<file path="config.mk">
export PLATFORM = sky130hd
export DESIGN_NAME = lvds_pixel_serializer
export DESIGN_NICKNAME = d
export VERILOG_FILES = /design/src/design/lvds_pixel_pkg.sv /design/src/design/lvds_pixel_serializer.sv /design/src/design/bit_clock_multiplier.sv
export SDC_FILE = /design/constraint.sdc
export NUM_CORES = 1
export LEC_CHECK = 0
export BUFFER_PORTS_ARGS = -buffer_cell sky130_fd_sc_hd__buf_4
export CORE_UTILIZATION = 60
export CTS_CLUSTER_SIZE = 12
export DETAILED_ROUTE_END_ITERATION = 10
export PLACE_DENSITY = 0.78
export REMOVE_ABC_BUFFERS = 1
export SYNTH_ARGS = -nofsm -noshare
export SYNTH_HDL_FRONTEND = slang
export SYNTH_SLANG_ARGS = --single-unit
</file>
<file path="constraint.sdc">
create_clock -name clk -period 3.8 [get_ports clk]
set_clock_uncertainty 0.05 [all_clocks]
set_input_delay 0 -clock clk [delete_from_list [all_inputs] [get_ports clk]]
set_output_delay 0 -clock clk [all_outputs]
set_load 0.02 [all_outputs]
</file>
<file path="src/design/lvds_pixel_pkg.sv">
// shared constants and carrier types for the pixel link transmitter
package lvds_pixel_pkg;

  // serial frame
  localparam int unsigned SLOTS_PER_PIXEL = 7;
  localparam logic [6:0] CLOCK_LANE_PATTERN = 7'h63;
  localparam int unsigned WORD_BITS_WIDE = 28;
  localparam int unsigned WORD_BITS_NARROW = 21;
  localparam int unsigned MAX_DATA_LANES = 4;
  localparam int unsigned MAX_COLOR_BITS = 8;

  // timing at the system clock
  localparam int unsigned CLK_FREQ_KHZ = 20000;
  localparam int unsigned CLK_PERIOD_NS = 50;
  localparam int unsigned POWER_DOWN_DELAY_NS = 100;
  localparam int unsigned POWER_DOWN_DELAY_CYCLES =
    (POWER_DOWN_DELAY_NS / CLK_PERIOD_NS < 1) ? 1 : POWER_DOWN_DELAY_NS / CLK_PERIOD_NS;
  localparam int unsigned LOCK_TIME_MS = 10;
  localparam int unsigned LOCK_CYCLES_DEFAULT = LOCK_TIME_MS * CLK_FREQ_KHZ;
  localparam int unsigned PERIOD_COUNT_BITS = 8;

  // reset values
  localparam logic [6:0] SLOT_RESET = 7'h06;

  typedef struct packed {
    logic spareCtrl;
    logic pixelValid;
    logic frameSync;
    logic lineSync;
    logic [MAX_COLOR_BITS-1:0] blue;
    logic [MAX_COLOR_BITS-1:0] green;
    logic [MAX_COLOR_BITS-1:0] red;
  } pixel_word_t;

  typedef struct packed {
    logic [MAX_DATA_LANES-1:0] dataLanes;
    logic clockLane;
  } lane_out_t;

endpackage

</file>
<file path="src/design/lvds_pixel_serializer.sv">
// parallel pixel word to serial lane transmitter with forwarded clock lane
// Summary of operation
// - The wide variant takes a 28-bit word of eight red, eight green, eight blue and four control bits.
// - The narrow variant takes a 21-bit word of six red, six green, six blue and three control bits.
// - Line sync, frame sync and data valid travel unchanged beside the colour bits.
// - The word leaves on four data lanes in the wide variant and three in the narrow one.
// - A clock at the pixel rate leaves on its own lane in step with the data lanes.
// - A bit clock seven times the pixel rate shifts seven bits per lane each pixel period.
// - The pixel word is sampled on the pixel clock edge picked by the strobe-edge select.
// - Strobe-edge select high captures on the rising pixel clock edge.
// - Strobe-edge select low or open captures on the falling pixel clock edge.
// - An open strobe-edge select reads low, so falling-edge capture is the default.
// - While power-down is low every lane output is released to high impedance.
// - After the clock is steady and power-down released, outputs wait for lock of up to 10 ms.
// - Outputs are released within 100 ns of power-down going low.
`timescale 1ns/1ps
module lvds_pixel_serializer #(
  parameter int unsigned WORD_BITS = lvds_pixel_pkg::WORD_BITS_WIDE,
  parameter int unsigned LOCK_CYCLES = lvds_pixel_pkg::LOCK_CYCLES_DEFAULT,
  parameter int unsigned BIT_MAP [28] = '{
    0, 1, 2, 3, 4, 5, 6, 7, 8, 9, 10, 11, 12, 13,
    14, 15, 16, 17, 18, 19, 20, 21, 22, 23, 24, 25, 26, 27}
) (
  input wire logic clk,
  input wire logic rstn,
  input wire logic pixelClockPin,
  input wire logic strobeEdgeSelect,
  input wire logic powerDownN,
  input wire lvds_pixel_pkg::pixel_word_t pixelIn,
  output lvds_pixel_pkg::lane_out_t laneOut,
  output logic laneOe
);
  import lvds_pixel_pkg::*;

  localparam int unsigned LANES = WORD_BITS / SLOTS_PER_PIXEL;
  localparam int unsigned COLOR_BITS = (WORD_BITS == WORD_BITS_WIDE) ? 8 : 6;
  localparam int unsigned PIN_W = $bits(pixel_word_t) + 3;

  if (WORD_BITS != WORD_BITS_WIDE && WORD_BITS != WORD_BITS_NARROW) begin : g_check
    $error("lvds_pixel_serializer: WORD_BITS must be 28 or 21");
  end

  // every used map entry must point into the word
  for (genvar i = 0; i < LANES * SLOTS_PER_PIXEL; i++) begin : g_map_check
    if (BIT_MAP[i] >= WORD_BITS) begin : g_bad
      $error("lvds_pixel_serializer: bit map entry out of range");
    end
  end

  // ---- pin synchronisers: everything from outside passes two flops
  logic [PIN_W-1:0] pins;
  logic [PIN_W-1:0] meta_r, meta_nxt;
  logic [PIN_W-1:0] sync_r, sync_nxt;
  pixel_word_t syncWord;
  logic syncPixClk, syncSelect, syncPdN;

  always_comb begin
    pins = {pixelIn, pixelClockPin, strobeEdgeSelect, powerDownN};
    meta_nxt = pins;
    sync_nxt = meta_r;
  end

  always_ff @(posedge clk or negedge rstn) begin
    if (!rstn) begin
      meta_r <= '0;
      sync_r <= '0;
    end else begin
      meta_r <= meta_nxt;
      sync_r <= sync_nxt;
    end
  end

  always_comb begin
    syncWord = sync_r[PIN_W-1 -: $bits(pixel_word_t)];
    syncPixClk = sync_r[2];
    syncSelect = sync_r[1];
    syncPdN = sync_r[0];
  end

  // ---- edge detection and word capture
  logic prevPixClk_r, prevPixClk_nxt;
  logic [WORD_BITS-1:0] word;
  logic [WORD_BITS-1:0] wordDly_r, wordDly_nxt;
  logic [WORD_BITS-1:0] hold_r, hold_nxt;
  logic riseEdge, fallEdge, captureEdge;

  always_comb begin
    word = '0;
    word[COLOR_BITS-1:0] = syncWord.red[COLOR_BITS-1:0];
    word[2*COLOR_BITS-1 -: COLOR_BITS] = syncWord.green[COLOR_BITS-1:0];
    word[3*COLOR_BITS-1 -: COLOR_BITS] = syncWord.blue[COLOR_BITS-1:0];
    word[3*COLOR_BITS] = syncWord.lineSync;
    word[3*COLOR_BITS+1] = syncWord.frameSync;
    word[3*COLOR_BITS+2] = syncWord.pixelValid;
    if (WORD_BITS == WORD_BITS_WIDE) begin
      word[WORD_BITS-1] = syncWord.spareCtrl;
    end
    riseEdge = syncPixClk && !prevPixClk_r;
    fallEdge = !syncPixClk && prevPixClk_r;
    // low, and an open pin pulled low outside, selects the falling edge
    captureEdge = syncSelect ? riseEdge : fallEdge;
    prevPixClk_nxt = syncPixClk;
    // word seen one cycle before the edge was noticed, i.e. before the edge
    wordDly_nxt = word;
    hold_nxt = captureEdge ? wordDly_r : hold_r;
  end

  always_ff @(posedge clk or negedge rstn) begin
    if (!rstn) begin
      prevPixClk_r <= 1'b0;
      wordDly_r <= '0;
      hold_r <= '0;
    end else begin
      prevPixClk_r <= prevPixClk_nxt;
      wordDly_r <= wordDly_nxt;
      hold_r <= hold_nxt;
    end
  end

  // ---- bit clock multiplier
  logic bitTick;
  logic locked;

  bit_clock_multiplier #(
    .PERIOD_W(PERIOD_COUNT_BITS),
    .LOCK_CYCLES(LOCK_CYCLES)
  ) u_mult (
    .clk(clk),
    .rstn(rstn),
    .run(syncPdN),
    .refEdge(riseEdge),
    .bitTick(bitTick),
    .locked(locked)
  );

  // ---- slot counter, one frame of seven slots per pixel
  logic [6:0] slot_r, slot_nxt;
  logic frameLoad;
  logic shiftStep;

  always_comb begin
    frameLoad = bitTick && (slot_r == SLOT_RESET);
    shiftStep = bitTick && !frameLoad;
    slot_nxt = slot_r;
    if (!locked) begin
      slot_nxt = SLOT_RESET;
    end else if (frameLoad) begin
      slot_nxt = '0;
    end else if (bitTick) begin
      slot_nxt = slot_r + 1'b1;
    end
  end

  always_ff @(posedge clk or negedge rstn) begin
    if (!rstn) begin
      slot_r <= SLOT_RESET;
    end else begin
      slot_r <= slot_nxt;
    end
  end

  // ---- data lane shifters, slot 0 leaves first
  logic [MAX_DATA_LANES-1:0] laneBit;

  for (genvar ln = 0; ln < MAX_DATA_LANES; ln++) begin : g_lane
    logic [6:0] shift_r, shift_nxt;
    if (ln < LANES) begin : g_used
      always_comb begin
        shift_nxt = shift_r;
        if (!locked) begin
          shift_nxt = '0;
        end else if (frameLoad) begin
          for (int s = 0; s < 7; s++) begin
            shift_nxt[6-s] = hold_r[BIT_MAP[ln*7+s]];
          end
        end else if (shiftStep) begin
          shift_nxt = {shift_r[5:0], 1'b0};
        end
      end
    end else begin : g_unused
      always_comb begin
        shift_nxt = '0;
      end
    end
    always_ff @(posedge clk or negedge rstn) begin
      if (!rstn) begin
        shift_r <= '0;
      end else begin
        shift_r <= shift_nxt;
      end
    end
    assign laneBit[ln] = shift_r[6];
  end

  // ---- forwarded clock lane, same framing as the data lanes
  logic [6:0] clkShift_r, clkShift_nxt;

  always_comb begin
    clkShift_nxt = clkShift_r;
    if (!locked) begin
      clkShift_nxt = '0;
    end else if (frameLoad) begin
      clkShift_nxt = CLOCK_LANE_PATTERN;
    end else if (shiftStep) begin
      clkShift_nxt = {clkShift_r[5:0], 1'b0};
    end
  end

  always_ff @(posedge clk or negedge rstn) begin
    if (!rstn) begin
      clkShift_r <= '0;
    end else begin
      clkShift_r <= clkShift_nxt;
    end
  end

  // ---- outputs; enable follows the second sync flop, two edges after the pin
  always_comb begin
    laneOut.dataLanes = laneBit;
    laneOut.clockLane = clkShift_r[6];
    laneOe = syncPdN;
  end

endmodule

</file>
<file path="src/design/bit_clock_multiplier.sv">
// measures the pixel period and spreads seven bit ticks over each period
`timescale 1ns/1ps
module bit_clock_multiplier #(
  parameter int unsigned PERIOD_W = lvds_pixel_pkg::PERIOD_COUNT_BITS,
  parameter int unsigned LOCK_CYCLES = lvds_pixel_pkg::LOCK_CYCLES_DEFAULT
) (
  input wire logic clk,
  input wire logic rstn,
  input wire logic run,
  input wire logic refEdge,
  output logic bitTick,
  output logic locked
);
  import lvds_pixel_pkg::*;

  localparam int unsigned LOCK_W = $clog2(LOCK_CYCLES + 1);
  localparam logic [PERIOD_W:0] SLOTS = (PERIOD_W + 1)'(SLOTS_PER_PIXEL);
  localparam logic [LOCK_W-1:0] LOCK_LAST = LOCK_W'(LOCK_CYCLES);

  if (PERIOD_W < 3 || LOCK_CYCLES < 1) begin : g_check
    $error("bit_clock_multiplier: unusable parameters");
  end

  logic [PERIOD_W-1:0] cnt_r, cnt_nxt;
  logic [PERIOD_W-1:0] period_r, period_nxt;
  logic [PERIOD_W:0] acc_r, acc_nxt;
  logic [LOCK_W-1:0] lockCnt_r, lockCnt_nxt;
  logic locked_r, locked_nxt;
  logic [PERIOD_W:0] accSum;
  logic stalled;
  logic tick;

  always_comb begin
    stalled = (cnt_r == '1);
    accSum = acc_r + SLOTS;
    tick = locked_r && (accSum >= {1'b0, period_r});
    cnt_nxt = stalled ? cnt_r : cnt_r + 1'b1;
    period_nxt = period_r;
    if (refEdge) begin
      cnt_nxt = {{(PERIOD_W-1){1'b0}}, 1'b1};
      period_nxt = cnt_r;
    end
    // any drift, stop or power-down drops lock
    lockCnt_nxt = lockCnt_r;
    locked_nxt = locked_r;
    if (!run || stalled || (refEdge && cnt_r != period_r)) begin
      lockCnt_nxt = '0;
      locked_nxt = 1'b0;
    end else if (lockCnt_r != LOCK_LAST) begin
      lockCnt_nxt = lockCnt_r + 1'b1;
    end else begin
      locked_nxt = 1'b1;
    end
    // seven ticks per measured period
    if (!locked_r) begin
      acc_nxt = '0;
    end else if (tick) begin
      acc_nxt = accSum - {1'b0, period_r};
    end else begin
      acc_nxt = accSum;
    end
  end

  always_ff @(posedge clk or negedge rstn) begin
    if (!rstn) begin
      cnt_r <= '0;
      period_r <= '0;
      acc_r <= '0;
      lockCnt_r <= '0;
      locked_r <= 1'b0;
    end else begin
      cnt_r <= cnt_nxt;
      period_r <= period_nxt;
      acc_r <= acc_nxt;
      lockCnt_r <= lockCnt_nxt;
      locked_r <= locked_nxt;
    end
  end

  assign bitTick = tick;
  assign locked = locked_r;

endmodule

</file>
==> impl_metrics.tcl <==
set metrics [dict create \
    hp-start "pixelIn[8]" \
    ant_nets 0 \
    dr.pass1.iters 5 \
    start_util_pct 61.9 \
    synth_area_per_cell_um2 13.2 \
    critPathRequiredTime_ns 4.17 \
    grt_max_degree 136 \
    h-tree-depth 1 \
    syn-cell-area_um2 7840 \
    slowest_stage "nor2_1" \
    outcome "completed" \
    synth_cells 593 \
    nNetsFinal 718 \
    vias 4914 \
    cap_violations 0 \
    overflow 0 \
    clk_latency_ns 0.50 \
    peakVddDrop_uv 425 \
    critPathLaunchType "flip-flop" \
    wl_met3_um 725 \
    synth_area_leaders "dfrtp_1 65%, mux2_2 4.2%, a221o_1 3.1%" \
    tns_ns 0 \
    min_period_over_period_pct 90.2 \
    synth.yosys.warnings 0 \
    clock_path_buffers 3 \
    cts_sinks 205 \
    drc 0 \
    p_sw_mw 1.19 \
    holdWs_ns 0.0984 \
    finalCriticalPeriod_ns 3.43 \
    combPwrFrac_pct 10.5 \
    final_util_pct 73.2 \
    crit_chain "o311ai_0 > nor2_1 > xnor2_1 > ha_1 > and4_1 > a21oi_1 > nand3_1 > nor2_1 > buf_4 > a22o_1" \
    synth_edf_count 0 \
    synth_top_area_cell "dfrtp_1" \
    hp-class "in -> reg" \
    rsz0062_at_grt "false" \
    tritoncts "yes" \
    highest_layer "met4" \
    met1_length_um 6270 \
    p_leak_nw 4.27 \
    max_slew.worst_pin.slew_ns 1.01 \
    routed_wl_um 14700 \
    cts_buffers 22 \
    fp-row-count 41 \
    die_area_um2 13500 \
    first_global_vias 5057 \
    dp_hpwl_um 8510 \
    grt_pass1_wl_um 24400 \
    die_width_um 116 \
    clock.fmax_mhz 292 \
    grt_usage_pct 23.4 \
    place_congestion 0.924 \
    sequentialPowerShare_pct 49.1 \
    cp_common_cell "nor2_1" \
    p_int_mw 3.76 \
    hold_viol 0 \
    nFillCells 815 \
    arrival_ns 3.80 \
    r2r-start "u_mult.acc_r[0]" \
    path_delay_family "simple AND/OR/NAND/NOR gates" \
    place_ws_ns 0.427 \
    drv_slew 0 \
    ys_types 59 \
    numPortBuffers 38 \
    end_kind "flip-flop" \
    yosys.area.top_type_share_pct 64.8 \
    vias_per_cell 5.76 \
    netSwitchingFraction_pct 24.0 \
    num_io_pins 39 \
    antenna_found_initial 0 \
    timing_worst_setup_path_type "reg -> reg" \
    clockRootBuffer "clkbuf_16" \
    synth-seq-cells 205 \
    total_power_mw 4.95 \
    drive_gt1_share_pct 17.5 \
    power_density_nw_per_um2 533 \
    cts.clk_slew.worst_paths_ns 0.06 \
    setup_violations 0 \
    pwr-share-clk_pct 40.4 \
    wire_per_inst_um 17.2 \
    die_h_um 116 \
    cp-startpoint "u_mult.acc_r[0]" \
    ys_seq_area_share_pct 65.4 \
    postCtsSetupBuffers 0 \
    setup_ws_ns 0.371 \
    relSlewSlack_pct 32.9 \
    path_buf_inv 1 \
    wl_met2_um 7480 \
    crit_fanout 11 \
    slowest_delay_ns 0.56 \
    synth_ff_type "dfrtp_1" \
    async_flop_share_pct 100 \
    syn2layout_area_growth_pct 18.3 \
    drt_iter0_drc 449 \
    antennaDiodeCount 0 \
    coreArea_um2 12700 \
]
[final cells by class]
cell class / count / area [um^2] / share of cell area [%]
Multi-Input combinational cell: 342 / 2490 / 26.8
Tap cell: 172 / 215 / 2.32
Timing Repair Buffer: 81 / 694 / 7.48
Clock inverter: 4 / 56.3 / 0.607
Inverter: 18 / 67.6 / 0.728
Clock buffer: 31 / 624 / 6.73
Sequential cell: 205 / 5130 / 55.3
[per-stage QoR]
step	cells	instance area, um^2
4_1_cts	853	9280
3_5_place_dp	786	8280
6_report	853	9280
5_1_grt	853	9280
2_1_floorplan	565	7680
3_3_place_gp	786	8280
[flip-flops by register name (all words and copies together) (netlist names)]
register,count
g_lane.shift_r,28
u_mult.acc_r,9
u_mult.cnt_r,8
slot_r,7
sync_r,31
prevPixClk_r,1
clkShift_r,7
wordDly_r,28
hold_r,28
u_mult.period_r,8
u_mult.locked,1
meta_r,31
u_mult.lockCnt_r,18
[final timing paths]
kind                                         to  slack [ns]  cells past startpoint
setup / recovery           g_lane[0].shift_r[0]        0.37                     10
hold / removal                       meta_r[11]         0.1                      2
setup reg to reg           g_lane[0].shift_r[0]        0.37                     10
hold reg to reg                    wordDly_r[6]        0.29                      0
max in group asynchronous       u_mult.acc_r[1]        2.50                      3
min in group asynchronous            sync_r[19]        0.24                      2
[cell usage after synthesis (3+ instances only)]
| cell type | n |
|---|---|
| inv_1 | 18 |
| buf_2 | 4 |
| buf_4 | 7 |
| nand2b_1 | 9 |
| nor3_1 | 8 |
| a31oi_1 | 6 |
| nand3_1 | 11 |
| buf_6 | 3 |
| dfrtp_1 | 203 |
| clkbuf_1 | 14 |
| o21ai_0 | 18 |
| and3_1 | 34 |
| o2bb2ai_1 | 3 |
| ha_1 | 14 |
| mux2i_1 | 4 |
| nand4_1 | 9 |
| nor2_1 | 34 |
| and4_1 | 5 |
| a21oi_1 | 9 |
| xor2_1 | 10 |
| nand2_1 | 35 |
| xnor2_1 | 23 |
| mux2_2 | 29 |
| o22ai_1 | 3 |
| a22o_1 | 10 |
| and2_1 | 4 |
| a221o_1 | 24 |
[power by group through the flow]
stage	Clock (mW)	Sequential, mW	Combinational (mW)
6_report	2.00	2.43	0.520
5_1_grt	2.13	2.45	0.577
4_1_cts	2.04	2.43	0.517
3_5_place_dp	0	2.47	0.484
3_3_place_gp	0	2.46	0.456
2_1_floorplan	0	2.43	0.326
[per-layer routing]
layer | vias up | track usage [%]
met3 | 25 | 3.68
li1 | 2261 | -
met2 | 131 | 39.2
met5 | - | 0
met4 | 0 | 7.61
met1 | 2497 | 31.6
[logic make-up after synthesis]
group / count (synthesis) / synth area share (%)
AO/OA/AOI/OAI: 96 / 9.67
XOR/XNOR: 33 / 3.69
adder cells (fa/ha/maj): 15 / 2.49
buffers and inverters: 46 / 2.89
flip-flops: 205 / 65.4
multiplexers: 33 / 4.67
AND/OR/NAND/NOR: 165 / 11.2
[repair_timing]
action,4_1_cts,5_1_grt
endpoints found under the hold margin,161,0
gates resized for setup,0,0
hold buffers,32,0
setup endpoints to repair,0,0
[cells in the final DEF (no fill, tap or decap), types with 2 or more instances in the layout]
cell type      instances
dfrtp_1              203
buf_4                 48
nand2_1               35
nor2_1                34
and3_1                34
dlygate4sd3_1         32
mux2_2                29
a221o_1               24
xnor2_1               23
clkbuf_16             22
inv_1                 18
o21ai_0               18
ha_1                  14
nand3_1               11
xor2_1                10
a22o_1                10
nand2b_1               9
nand4_1                9
a21oi_1                9
nor3_1                 8
a31oi_1                6
and4_1                 5
clkbuf_1               5
clkbuf_8               5
and2_1                 4
mux2i_1                4
o22ai_1                3
o2bb2ai_1              3
nor2b_1                2
a211o_1                2
or3_1                  2
a32o_1                 2
nor4_1                 2
a21o_1                 2
o211ai_1               2
nor3b_1                2
clkinv_2               2
dfstp_2                2
Power figures use the tool's default switching activity.
